--- config.mk ---
export PLATFORM = sky130hd
export DESIGN_NAME = ilcd_decoder
export DESIGN_NICKNAME = d
export VERILOG_FILES = /design/src/verilog/ilcd_pkg.sv /design/src/verilog/ilcd_decoder.sv
export VERILOG_INCLUDE_DIRS = /design/src /design/src/verilog
export SDC_FILE = /design/constraint.sdc
export NUM_CORES = 1
export LEC_CHECK = 0
export ABC_CLOCK_PERIOD_IN_PS = 4400
export BUFFER_PORTS_ARGS = -buffer_cell sky130_fd_sc_hd__buf_4
export CAP_MARGIN = 10
export CORE_ASPECT_RATIO = 1.5
export CORE_MARGIN = 2
export CORE_UTILIZATION = 40
export CTS_BUF_LIST = sky130_fd_sc_hd__clkbuf_4 sky130_fd_sc_hd__clkbuf_8
export DETAILED_ROUTE_END_ITERATION = 8
export GPL_TIMING_DRIVEN = 0
export PLACE_DENSITY = 0.63
export SYNTH_ARGS = -nofsm -noshare
export SYNTH_HDL_FRONTEND = slang
export SYNTH_SLANG_ARGS = --single-unit
--- constraint.sdc ---
create_clock -name clk -period 4.4 [get_ports clk]
set_input_delay 0.22 -clock clk [delete_from_list [all_inputs] [get_ports clk]]
set_output_delay 0.22 -clock clk [all_outputs]
set_load 0.01 [all_outputs]
--- src/verilog/ilcd_consts.svh ---
`ifndef ILCD_CONSTS_SVH
`define ILCD_CONSTS_SVH
`define ILCD_CLK_PERIOD_NS 4
`define ILCD_LEN_RESET 2'h0
`define ILCD_CYC_RESET 2'h0
`define ILCD_OP_XRL_DIR_IMM 8'h63
`define ILCD_OP_CLR_A 8'hE4
`define ILCD_OP_CPL_A 8'hF4
`define ILCD_OP_RL_A 8'h23
`define ILCD_OP_RLC_A 8'h33
`define ILCD_OP_RR_A 8'h03
`define ILCD_OP_RRC_A 8'h13
`define ILCD_OP_SWAP_A 8'hC4
`define ILCD_OP_A_DIR 8'hE5
`define ILCD_OP_A_IMM 8'h74
`define ILCD_OP_DIR_A 8'hF5
`define ILCD_OP_DIR_DIR 8'h85
`define ILCD_OP_DIR_IMM 8'h75
`define ILCD_OP_IND_DIR 8'hA6
`define ILCD_OP_IND_IMM 8'h76
`define ILCD_OP_DATA_POINTER_IMM 8'h90
`define ILCD_OP_CODE_DATA_POINTER 8'h93
`define ILCD_OP_CODE_PC 8'h83
`define ILCD_OP_XRD_DATA_POINTER 8'hE0
`define ILCD_OP_XWR_DATA_POINTER 8'hF0
`define ILCD_OP_PUSH 8'hC0
`define ILCD_OP_POP 8'hD0
`define ILCD_OP_XCH_DIR 8'hC5
`define ILCD_OP_CLR_C 8'hC3
`define ILCD_OP_CLR_BIT 8'hC2
`define ILCD_OP_SET_C 8'hD3
`define ILCD_OP_SET_BIT 8'hD2
`define ILCD_OP_CPL_C 8'hB3
`define ILCD_OP_CPL_BIT 8'hB2
`endif

--- src/verilog/ilcd_pkg.sv ---
package ilcd_pkg;
	typedef enum logic [4:0] {
		ILCD_NONE, ILCD_ACC_LOGIC, ILCD_ACC_ROTATE, ILCD_MOVE_REG, ILCD_MOVE_DIRECT,
		ILCD_MOVE_INDIRECT, ILCD_MOVE_IMM, ILCD_MOVE_DATA_POINTER, ILCD_CODE_MOVE,
		ILCD_EXT_MOVE, ILCD_STACK, ILCD_EXCHANGE, ILCD_EXCH_NIBBLE, ILCD_BIT_OP,
		ILCD_CARRY_OP
	} ilcd_class_e;
	typedef struct packed {
		logic valid;
		logic [1:0] length;
		logic [1:0] cycles;
		ilcd_class_e op_class;
	} ilcd_dec_s;
endpackage : ilcd_pkg

--- src/verilog/ilcd_decoder.sv ---
`include "ilcd_consts.svh"
module ilcd_decoder (
	input wire logic clk,
	input wire logic reset,
	input wire logic opcode_valid,
	input wire logic [7:0] opcode,
	output ilcd_pkg::ilcd_dec_s dec_out,
	output logic busy,
	output logic instr_done
);
	function automatic ilcd_pkg::ilcd_dec_s dec(input logic [7:0] op);
		ilcd_pkg::ilcd_dec_s d;
		d = '{1'b1, 2'h0, 2'h0, ilcd_pkg::ILCD_NONE};
		if (op == `ILCD_OP_XRL_DIR_IMM)
			d = '{1'b1, 2'h3, 2'h3, ilcd_pkg::ILCD_ACC_LOGIC};
		else if (op == `ILCD_OP_CLR_A || op == `ILCD_OP_CPL_A)
			d = '{1'b1, 2'h1, 2'h1, ilcd_pkg::ILCD_ACC_LOGIC};
		else if (op == `ILCD_OP_RL_A || op == `ILCD_OP_RLC_A || op == `ILCD_OP_RR_A
			|| op == `ILCD_OP_RRC_A || op == `ILCD_OP_SWAP_A)
			d = '{1'b1, 2'h1, 2'h1, ilcd_pkg::ILCD_ACC_ROTATE};
		else if (op[7:1] == 7'h73)
			d = '{1'b1, 2'h1, 2'h2, ilcd_pkg::ILCD_MOVE_INDIRECT};
		else if (op == `ILCD_OP_A_DIR || op == `ILCD_OP_A_IMM)
			d = '{1'b1, 2'h2, 2'h2, ilcd_pkg::ILCD_MOVE_DIRECT};
		else if (op[7:3] == 5'h0F)
			d = '{1'b1, 2'h2, 2'h2, ilcd_pkg::ILCD_MOVE_IMM};
		else if (op[7:3] == 5'h1D || op[7:3] == 5'h1F)
			d = '{1'b1, 2'h1, 2'h1, ilcd_pkg::ILCD_MOVE_REG};
		else if (op[7:3] == 5'h15)
			d = '{1'b1, 2'h2, 2'h2, ilcd_pkg::ILCD_MOVE_DIRECT};
		else if (op[7:3] == 5'h11 || op == `ILCD_OP_DIR_A)
			d = '{1'b1, 2'h2, 2'h2, ilcd_pkg::ILCD_MOVE_DIRECT};
		else if (op == `ILCD_OP_DIR_DIR)
			d = '{1'b1, 2'h3, 2'h3, ilcd_pkg::ILCD_MOVE_DIRECT};
		else if (op == `ILCD_OP_DIR_IMM)
			d = '{1'b1, 2'h3, 2'h3, ilcd_pkg::ILCD_MOVE_IMM};
		else if (op[7:1] == 7'h43)
			d = '{1'b1, 2'h2, 2'h2, ilcd_pkg::ILCD_MOVE_INDIRECT};
		else if (op[7:1] == 7'h7B)
			d = '{1'b1, 2'h1, 2'h2, ilcd_pkg::ILCD_MOVE_INDIRECT};
		else if (op[7:1] == 7'h53 || op[7:1] == 7'h3B)
			d = '{1'b1, 2'h2, 2'h2, ilcd_pkg::ILCD_MOVE_INDIRECT};
		else if (op == `ILCD_OP_DATA_POINTER_IMM)
			d = '{1'b1, 2'h3, 2'h3, ilcd_pkg::ILCD_MOVE_DATA_POINTER};
		else if (op == `ILCD_OP_CODE_DATA_POINTER || op == `ILCD_OP_CODE_PC)
			d = '{1'b1, 2'h1, 2'h3, ilcd_pkg::ILCD_CODE_MOVE};
		// low bits 01 in these rows are jumps and calls, not data moves
		else if ((op[7:2] == 6'h38 || op[7:2] == 6'h3C) && op[1:0] != 2'h1)
			d = '{1'b1, 2'h1, 2'h3, ilcd_pkg::ILCD_EXT_MOVE};
		else if (op == `ILCD_OP_PUSH || op == `ILCD_OP_POP)
			d = '{1'b1, 2'h2, 2'h2, ilcd_pkg::ILCD_STACK};
		else if (op == `ILCD_OP_XCH_DIR)
			d = '{1'b1, 2'h2, 2'h2, ilcd_pkg::ILCD_EXCHANGE};
		else if (op[7:3] == 5'h19)
			d = '{1'b1, 2'h1, 2'h1, ilcd_pkg::ILCD_EXCHANGE};
		else if (op[7:1] == 7'h63)
			d = '{1'b1, 2'h1, 2'h2, ilcd_pkg::ILCD_EXCHANGE};
		else if (op[7:1] == 7'h6B)
			d = '{1'b1, 2'h1, 2'h2, ilcd_pkg::ILCD_EXCH_NIBBLE};
		else if (op == `ILCD_OP_CLR_BIT || op == `ILCD_OP_SET_BIT || op == `ILCD_OP_CPL_BIT)
			d = '{1'b1, 2'h2, 2'h2, ilcd_pkg::ILCD_BIT_OP};
		else if (op == `ILCD_OP_CLR_C || op == `ILCD_OP_SET_C || op == `ILCD_OP_CPL_C)
			d = '{1'b1, 2'h1, 2'h1, ilcd_pkg::ILCD_CARRY_OP};
		else
			d.valid = 1'b0;
		return d;
	endfunction : dec

	logic [1:0] left_reg;
	ilcd_pkg::ilcd_dec_s cur;
	logic take;

	// opcodes offered while busy are ignored; fetch must wait
	assign take = opcode_valid && !busy;
	assign cur = dec(opcode);

	always_ff @(posedge clk)
	begin
		if (reset)
			dec_out <= '{1'b0, `ILCD_LEN_RESET, `ILCD_CYC_RESET, ilcd_pkg::ILCD_NONE};
		else if (take)
			dec_out <= cur;
	end

	// cycle 0 is the accepting edge; unknown opcodes take one cycle
	always_ff @(posedge clk)
	begin
		if (reset)
		begin
			busy <= 1'b0;
			left_reg <= 2'h0;
			instr_done <= 1'b0;
		end
		else if (take)
		begin
			left_reg <= (cur.cycles > 2'h1) ? cur.cycles - 2'h2 : 2'h0;
			busy <= cur.cycles > 2'h1;
			instr_done <= cur.cycles <= 2'h1;
		end
		else if (busy)
		begin
			left_reg <= (left_reg == 2'h0) ? 2'h0 : left_reg - 2'h1;
			busy <= left_reg != 2'h0;
			instr_done <= left_reg == 2'h0;
		end
		else
			instr_done <= 1'b0;
	end
endmodule : ilcd_decoder

==> metrics.md, run 1 <==
| Metric | Value |
|---|---|
| Status | `finished, final reports clean` |
| Worst Hold Depth | `2` |
| Vias in the first global route | `1,254` |
| Sequential fraction of the synthesis area | `22.5%` |
| Dpl cell area | `1350 sq um` |
| Netlist cell types | `52` |
| # hold bufs at CTS | `0` |
| Syn avg cell area | `7.45 sq um` |
| Hold Crit Class | `input port to flip-flop` |
| Drt pass-1 iters | `4` |
| Stages on worst setup path | `7` |
| CORE AREA | `2710 sq um` |
| RSZ-0062 raised after global routing | `false` |
| Worst-skew pair later-pin latency | `240 ps` |
| DRC Markers | `0` |
| Pwr/cell area | `237 nW/um^2` |
| Synth area leaders | `dfxtp_1 (23%), nor2_1 (6.5%), o21ai_0 (3.5%)` |
| Max_cap viols | `0` |
| Die X | `47.9 um` |
| Clock Path Buffers | `2` |
| IO Port Bufs | `20` |
| Synthesized flop and latch total | `13` |
| Number of CTS-inserted buffers | `3` |
| Post-synth top area share | `22.5%` |
| CP Capture Type | `flip-flop` |
| Largest net degree at the start of global routing | `11` |
| Clock transition at path regs | `50 ps` |
| Cells after DPL | `212` |
| Slowest stage cell on the critical path | `nor4b_1` |
| Initial Utilization | `42.7%` |
| Critical path type | `input port to flip-flop` |
| Global-route wire length before repair | `5450 um` |
| Via Count | `1,286` |
| Top Family by Delay on Critical Path | `simple AND/OR/NAND/NOR gates` |
| R2R cell count | `5` |
| Die footprint | `3340 sq um` |
| DR iter-0 viols | `48` |
| Syn_nets | `166` |
| Most common cell in the netlist | `nor2_1` |
| Max FFs per register | `9` |
| Critical Path AT | `2060 ps` |
| CTS H-Tree Depth | `1` |
| Leakage Power | `0.535 nW` |
| Tot GR Track Use | `21.5%` |
| Fin. max-slew vios | `0` |
| Worst clock skew | `3.20 ps` |
| Post-CTS Setup Inserts | `0` |
| Relative slew slack | `39.6%` |
| Clk sink count | `13` |
| Total chip power | `332 uW` |
| Finished Layout Cells | `216` |
| Post-route setup TNS | `0 ps` |
| Synth Flop Type | `dfxtp_1` |
| Gate Count Post-Synth | `155` |
| CTS tree | `built` |
| Worst vdd ir | `86.6 uV` |
| Period utilization | `44.1%` |
| Routed len/inst | `15.4 um` |
| Global route overflow | `0` |
| Synth warn | `0` |
| Layout area overhead | `21.2%` |
| CP max stage delay | `840 ps` |
| # diodes | `0` |
| Worst slew pin tran | `894 ps` |
| Final Cell Area | `1400 sq um` |
| Final Hold Vio Count | `0` |
| Via/cell ratio | `5.95` |
| Root buf cell | `clkbuf_8` |
| FP Rows | `23` |
| Die Y | `69.8 um` |
| Critical Path RT | `4510 ps` |
| Final setup violation count | `0` |
| WP buf/inv | `2` |
| Final WL | `3330 um` |
| Post-synth top cells | `nor2_1 (20), dfxtp_1 (13), nand2_1 (10), clkbuf_1 (9), o21ai_0 (8)` |
| CP cell instances | `buf_4 -> clkbuf_1 -> nor4b_1 -> nand2_1 -> a31o_2 -> or3b_1 -> o31ai_1` |
| Ys async rst share | `0%` |
| CP max FO | `10` |
| Highest Clock Rate | `0.515 GHz` |
| R2R setup slack | `2610 ps` |
| Final min period | `1940 ps` |
| Post-DP HPWL | `2660 um` |
| Fraction of layout cells with a size suffix above 1 | `19.6%` |
| Post-CTS Resized | `0` |
| Synthesized area | `1150 sq um` |
| Routability cong. | `0.949` |
| Antenna viol nets, final | `0` |
| Initial antenna violation count | `0` |
| Fin nets | `191` |
| # IOs | `23` |
| Yosys top cell by area | `dfxtp_1` |
| EDFF count, synth | `0` |
| Critical Path Source Type | `input port` |
[cells in the final DEF (no fill, tap or decap), types with 5 or more instances in the layout]
master,netlist,final
o21ai_0,8,8
buf_4,1,21
nor2b_1,5,5
a21oi_1,5,5
dfxtp_1,13,13
nand3_1,6,6
nor3_1,7,7
clkbuf_1,9,9
nor2_1,20,20
nand2_1,10,10
[kinds of logic after synthesis]
kind of cell / count (synthesis) / share of synthesized area, %
other: 1 / 0.325
buffers and inverters: 17 / 6.61
DFF: 13 / 22.5
and+or+nand+nor: 80 / 41.1
xor gates and xnor gates: 1 / 0.759
AOI/OAI and AO/OA: 43 / 28.7
[path summary, 6_finish.rpt]
check                              endpoint  startpoint
worst max-delay path             dec_out[3]   opcode[0]
worst min-delay path            left_reg[1]       reset
worst max register to register   dec_out[9]        busy
worst min register to register   dec_out[3]  dec_out[3]
[metrics by stage]
step / util, % / hold WS (ps) / setup slack, ps
after floorplan: - / 297 / 2580
after global routing: 51.8 / 200 / 2250
after CTS: 51.8 / 192 / 2460
after global placement: 50.0 / 433 / 2260
final: 51.8 / 192 / 2460
after detailed placement: 50.0 / 448 / 2230
[area by class of cell]
cell class	instances	area (sq um)
Inverter	3	11.3
Tap cell	37	46.3
Fill cell	291	1310
Timing Repair Buffer	20	150
Multi-Input combinational cell	125	818
Clock buffer	4	48.8
Buffer	14	65.1
Sequential cell	13	260
[layer usage]
layer | routed length (um) | track usage (%)
met5 | 0 | 0
met1 | 1250 | 24.6
met2 | 1800 | 37.2
met4 | 99 | 10.8
met3 | 182 | 1.04
[report_power, final]
group	switching, mW	total [mW]	leakage [nW]	internal, mW
Combinational	0.0533	0.0930	0.402	0.0397
Clock	0.0399	0.110	0.0262	0.0700
Sequential	0.00361	0.129	0.107	0.125
Total	0.0968	0.332	0.535	0.235
No activity file was read; power rests on OpenSTA's default activity.
==> run 2: changes to the inputs <==
--- a/config.mk
+++ b/config.mk
@@ -6,7 +6,8 @@
 export SDC_FILE = /design/constraint.sdc
 export NUM_CORES = 1
 export LEC_CHECK = 0
-export ABC_CLOCK_PERIOD_IN_PS = 4400
+export ABC_AREA = 1
+export ABC_CLOCK_PERIOD_IN_PS = 1800
 export BUFFER_PORTS_ARGS = -buffer_cell sky130_fd_sc_hd__buf_4
 export CAP_MARGIN = 10
 export CORE_ASPECT_RATIO = 1.5
==> constraint.sdc (replaced) <==
create_clock -name clk -period 1.8 [get_ports clk]
set_input_delay 0.09 -clock clk [delete_from_list [all_inputs] [get_ports clk]]
set_output_delay 0.09 -clock clk [all_outputs]
set_load 0.01 [all_outputs]
==> run 2 against run 1 <==
Against the previous run:
- sequential power grew 150%
- non-clock buffer count shrank 11
- first-iteration DRC count shrank 13%
- via count grew 3.8%
- power grew 140%
- synthesized cell count grew 37%
- clock power grew 140%
- cell count grew 26%
- critical path depth shrank 1
==> metrics.md, run 2 <==
| Metric | Value |
|---|---|
| Status | `finished, final reports clean` |
| Sequential fraction of the synthesis area | `22.0%` |
| Final WL | `3130 um` |
| Initial Utilization | `41.4%` |
| Number of CTS-inserted buffers | `3` |
| Die Y | `70.6 um` |
| Final Cell Area | `1420 sq um` |
| Post-DP HPWL | `2660 um` |
| Critical path type | `flip-flop to flip-flop` |
| Worst-skew pair later-pin latency | `240 ps` |
| IO Port Bufs | `18` |
| DRC Markers | `0` |
| Final core occ | `49.6%` |
| Critical Path Source Type | `flip-flop` |
| Highest Clock Rate | `0.783 GHz` |
| Post-route setup TNS | `0 ps` |
| Gate Count Post-Synth | `212` |
| Hold Crit Class | `input port to flip-flop` |
| Ys async rst share | `0%` |
| Post-CTS Resized | `0` |
| Final hold slack | `226 ps` |
| Period utilization | `71.0%` |
| Commonest non-fill, non-tap cells in the layout | `nand2_1 (55), nor2_1 (42), inv_1 (25), buf_4 (19), nand3_1 (16)` |
| CP max FO | `5` |
| Multi-input logic area | `771 sq um` |
| Global-route wire length before repair | `5220 um` |
| Drt pass-1 iters | `4` |
| Max FFs per register | `9` |
| Synthesized flop and latch total | `13` |
| Routed len/inst | `11.4 um` |
| Syn avg cell area | `5.58 sq um` |
| RSZ-0062 raised after global routing | `false` |
| Synthesized area | `1180 sq um` |
| Critical Path AT | `1400 ps` |
| Final Hold Vio Count | `0` |
| Vias in the first global route | `1,194` |
| CTS H-Tree Depth | `1` |
| DR iter-0 viols | `42` |
| Clock Path Buffers | `2` |
| Layout area overhead | `19.7%` |
| Die X | `48.4 um` |
| Post-synth top area share | `22.0%` |
| Fraction of layout cells with a size suffix above 1 | `22.2%` |
| Largest net degree at the start of global routing | `11` |
| Fill count | `329` |
| Final setup violation count | `0` |
| Pwr/cell area | `562 nW/um^2` |
| Yosys top cell by area | `dfxtp_1` |
| Max_cap viols | `0` |
| Post-synth top cells | `nand2_1 (55), nor2_1 (42), inv_1 (25), nand3_1 (16), dfxtp_1 (13)` |
| Tot GR Track Use | `19.2%` |
| Fin nets | `246` |
| Synth warn | `0` |
| CTS tree | `built` |
| Worst vdd ir | `300 uV` |
| Global route overflow | `0` |
| Syn_nets | `223` |
| Antenna viol nets, final | `0` |
| # IOs | `23` |
| CORE AREA | `2850 sq um` |
| Via Count | `1,335` |
| Netlist cell types | `27` |
| Clk sink count | `13` |
| Worst clock skew | `4.70 ps` |
| Die footprint | `3420 sq um` |
| Most common cell after layout, fill and taps aside | `nand2_1` |
| Clock transition at path regs | `50 ps` |
| EDFF count, synth | `0` |
| CP Capture Type | `flip-flop` |
| Routability cong. | `0.977` |
| Fin. max-slew vios | `0` |
| Synth Flop Type | `dfxtp_1` |
| Initial antenna violation count | `0` |
| FP Rows | `24` |
| Leakage Power | `0.771 nW` |
| Synth area leaders | `dfxtp_1 (22%), nand2_1 (17%), nor2_1 (13%)` |
| Via/cell ratio | `4.89` |
| Critical Path RT | `1920 ps` |
| Final min period | `1280 ps` |
| Dpl cell area | `1370 sq um` |
| Most common cell in the netlist | `nand2_1` |
| Register Area | `260 sq um` |
| # hold bufs at CTS | `0` |
| # diodes | `0` |
| Post-CTS Setup Inserts | `0` |
| Root buf cell | `clkbuf_8` |
[run 2: changes by cell type in the layout (fill, tap and decap cells not counted), moves of 4 or more]
| cell | change |
|---|---|
| nor2_2 | +8 |
| inv_2 | +5 |
| nand2_2 | +4 |
| clkbuf_1 | -8 |
| nor2_1 | +22 |
| nand3_1 | +10 |
| nor4b_1 | -4 |
| nor2b_1 | -5 |
| inv_1 | +22 |
| nand4_1 | +4 |
| nand2_1 | +45 |
| nand2b_1 | -4 |
[run 2: path summary, 6_finish.rpt]
| check | slack [ps] | startpoint | cells after the start | end |
|---|---|---|---|---|
| max | 520 | busy | 6 | dec_out[9] |
| min | 230 | reset | 2 | dec_out[2] |
| min reg2reg | 450 | left_reg[1] | 2 | left_reg[1] |
| max reg2reg | 520 | busy | 6 | dec_out[9] |
[run 2: area by class of cell]
| class | count | area share, % |
|---|---|---|
| buffer | 5 | 2.74 |
| clock buffer | 4 | 3.45 |
| inverter | 30 | 7.96 |
| multi-input combinational | 164 | 54.5 |
| sequential | 13 | 18.4 |
| tap | 39 | 3.45 |
| timing repair buffer | 18 | 9.55 |
[run 2: logic make-up after synthesis]
kind of cell | synth area share (%)
buffers and inverters | 12.8
DFF | 22.0
other | 0.317
and+or+nand+nor | 56.1
AOI/OAI and AO/OA | 8.78
[run 2: critical path: stages, from the launching register on]
cell and delay (ps):
dfxtp_1 340, nor2_1 180, inv_1 130, nor2_1 180, nand2_1 100, nor3_1 160, a21oi_1 90
[run 2: power by group]
part	total [mW]	leakage [nW]	internal [mW]	switching (mW)
clock	0.264	0.0262	0.171	0.0930
sequential	0.317	0.107	0.307	0.00957
combinational	0.215	0.639	0.0836	0.132
[run 2: routing by layer]
| metal | wire (um) | global-route usage, % |
|---|---|---|
| met5 | 0 | 0 |
| met2 | 1710 | 39.7 |
| met3 | 104 | 1.27 |
| met1 | 1200 | 19.8 |
| met4 | 103 | 6.98 |
[run 2: metrics by stage]
stage	setup slack [ps]	cells	total power, mW
after global placement	325	269	0.537
after floorplan	662	212	0.458
after CTS	528	273	0.806
after global routing	389	273	0.847
final	523	273	0.795
after detailed placement	359	269	0.538
==> run 3: changes to the inputs <==
--- a/config.mk
+++ b/config.mk
@@ -7,7 +7,7 @@
 export NUM_CORES = 1
 export LEC_CHECK = 0
 export ABC_AREA = 1
-export ABC_CLOCK_PERIOD_IN_PS = 1800
+export ABC_CLOCK_PERIOD_IN_PS = 1060
 export BUFFER_PORTS_ARGS = -buffer_cell sky130_fd_sc_hd__buf_4
 export CAP_MARGIN = 10
 export CORE_ASPECT_RATIO = 1.5
@@ -16,7 +16,7 @@
 export CTS_BUF_LIST = sky130_fd_sc_hd__clkbuf_4 sky130_fd_sc_hd__clkbuf_8
 export DETAILED_ROUTE_END_ITERATION = 8
 export GPL_TIMING_DRIVEN = 0
-export PLACE_DENSITY = 0.63
+export PLACE_DENSITY = 0.65
 export SYNTH_ARGS = -nofsm -noshare
 export SYNTH_HDL_FRONTEND = slang
 export SYNTH_SLANG_ARGS = --single-unit
==> constraint.sdc (replaced) <==
create_clock -name clk -period 1.06 [get_ports clk]
set_input_delay 0.053 -clock clk [delete_from_list [all_inputs] [get_ports clk]]
set_output_delay 0.053 -clock clk [all_outputs]
set_load 0.01 [all_outputs]
==> run 3 against run 2 <==
Against the previous run:
- worst hold slack worse by 7.6 ps
- final area is 23% higher
- die area stayed put
- routed wire length is 13% higher
- power is 88% higher
- count of clock-buffer cells in the layout stayed put
- clock power is 75% higher
- largest power group unchanged
- highest routed layer unchanged
==> metrics.md, run 3 (synthesized netlist as in run 2, its figures left out) <==
| Metric | Value |
|---|---|
| Clock power share | `31.0%` |
| Vias in the first global route | `1,231` |
| Combinational power share | `32.9%` |
| Leakage Power | `0.874 nW` |
| Clock Path Buffers | `2` |
| Global-route wire length before repair | `5440 um` |
| Die X | `48.4 um` |
| # diodes | `0` |
| Critical Path Source Type | `flip-flop` |
| Reg2reg start | `busy` |
| Most common cell after layout, fill and taps aside | `nand2_1` |
| Met1 Usage GRT | `20.8%` |
| Worst Hold Depth | `2` |
| Met2 GRT Util | `40.3%` |
| Die footprint | `3420 sq um` |
| Fin nets | `255` |
| Fin. max-slew vios | `0` |
| RSZ-0062 raised after global routing | `true` |
| Via/cell ratio | `4.93` |
| Drt pass-1 iters | `4` |
| R2R cell count | `6` |
| Antenna viol nets, final | `0` |
| RR Endpoint | `dec_out[6]` |
| Initial antenna violation count | `0` |
| CTS H-Tree Depth | `1` |
| Number of CTS-inserted buffers | `3` |
| # IOs | `23` |
| Final setup violation count | `0` |
| Period utilization | `98.3%` |
| CTS tree | `built` |
| Critical Path AT | `1180 ps` |
| R2R setup slack | `20 ps` |
| Final core occ | `61.0%` |
| Highest Clock Rate | `0.960 GHz` |
| DRC Markers | `0` |
| Routability cong. | `0.922` |
| CP Capture Type | `flip-flop` |
| CP cell instances | `nor2_4 -> nand2_2 -> inv_2 -> nand4_1 -> o211ai_1 -> inv_1` |
| Final WL | `3530 um` |
| Clk sink count | `13` |
| Initial Utilization | `41.4%` |
| Tot GR Track Use | `20.6%` |
| Commonest non-fill, non-tap cells in the layout | `nand2_1 (42), nor2_1 (22), nor2_2 (22), buf_4 (22), inv_1 (17)` |
| Root buf cell | `clkbuf_8` |
| Multi-input logic area | `940 sq um` |
| Slowest stage cell on the critical path | `dfxtp_4` |
| Routed len/inst | `12.5 um` |
| Gr busiest metal | `met2` |
| Worst-skew pair later-pin latency | `250 ps` |
| Fraction of layout cells with a size suffix above 1 | `44.9%` |
| Fill count | `291` |
| Crit path capture | `dec_out[6]` |
| FP Rows | `24` |
| CP max stage delay | `350 ps` |
| Status | `finished, final reports clean` |
| Psw | `469 uW` |
| IO Port Bufs | `18` |
| Max_cap viols | `0` |
| Critical path type | `flip-flop to flip-flop` |
| Post-DP HPWL | `2660 um` |
| Internal | `1.02 mW` |
| Critical path origin | `busy` |
| Worst vdd ir | `428 uV` |
| Max FFs per register | `9` |
| Critical Path RT | `1200 ps` |
| Worst clock skew | `5.00 ps` |
| Met3 Usage GRT | `1.27%` |
| CORE AREA | `2850 sq um` |
| Largest net degree at the start of global routing | `11` |
| DR iter-0 viols | `43` |
| Pwr/cell area | `857 nW/um^2` |
| Reg power frac | `36.1%` |
| CP max FO | `3` |
| Cells after DPL | `269` |
| Clock transition at path regs | `50 ps` |
| Final min period | `1040 ps` |
| Register Area | `264 sq um` |
| Hold Crit Class | `input port to flip-flop` |
| Die Y | `70.6 um` |
| Finished Layout Cells | `282` |
| Switching portion of total power | `31.4%` |
| # hold bufs at CTS | `0` |
| Via Count | `1,391` |
| Layout area overhead | `47.2%` |
| Final Hold Vio Count | `0` |
| Total chip power | `1.49 mW` |
| Global route overflow | `0` |
run 3: cell types whose count changed in the layout (fill, tap and decap cells not counted), moves of 4 or more:
cell / change
nor2_1: -20
nor2_2: +14
nand2_1: -13
inv_4: +9
nand2_2: +9
inv_1: -8
nor2_4: +6
nand2_4: +4
run 3: what timing repair did:
item                                    in CTS  in global routing
pin swaps                                   11                 20
cloned                                       0                  0
endpoints found under the setup margin       7                 10
buffers inserted                             3                  6
gates resized for setup                     15                 52
run 3: cell type report:
cell class                      count  area share (%)
Sequential cell                    13            15.2
Tap cell                           39            2.80
Buffer                              5            3.59
Inverter                           30            7.76
Clock buffer                        4            2.80
Multi-Input combinational cell    164            54.0
Timing Repair Buffer               27            13.9
run 3: power by group through the flow:
stage / Clock (mW) / Combinational (mW) / Sequential, mW
floorplan: 0 / 0.239 / 0.560
global placement: 0 / 0.387 / 0.548
detailed placement: 0 / 0.387 / 0.548
CTS: 0.475 / 0.417 / 0.537
global route: 0.501 / 0.533 / 0.540
finish: 0.463 / 0.491 / 0.538
run 3: layer usage:
| metal | up-vias | part of all wire (%) |
|---|---|---|
| met2 | 35 | 58 |
| met1 | 619 | 36 |
| met3 | 9 | 2.8 |
| met4 | 0 | 3.5 |
| li1 | 728 | - |
| met5 | - | 0 |
run 3: worst min-delay path by stage:
stage	startpoint	to	slack, ps
6_report	reset	dec_out[0]	220
5_1_grt	opcode_valid	busy	260
3_3_place_gp	reset	dec_out[2]	440
2_1_floorplan	opcode_valid	left_reg[0]	330
3_5_place_dp	reset	dec_out[2]	440
4_1_cts	reset	dec_out[2]	190
run 3: critical path, delay by kind of cell (launching register included):
family	cells	cell delay (ps)
simple gates	3	360
flops	1	350
compound gates	1	120
buf+inv	2	110
run 3: through the flow:
stage / hold WS, ps / TNS, ps / setup slack, ps / area [sq um]
CTS: 190 / -10.9 / -10.9 / 1530
floorplan: 334 / -23.4 / -12.0 / 1230
global placement: 438 / -2710 / -333 / 1410
finish: 218 / 0 / 17.8 / 1740
global route: 259 / -203 / -63.8 / 1740
detailed placement: 438 / -2740 / -337 / 1410
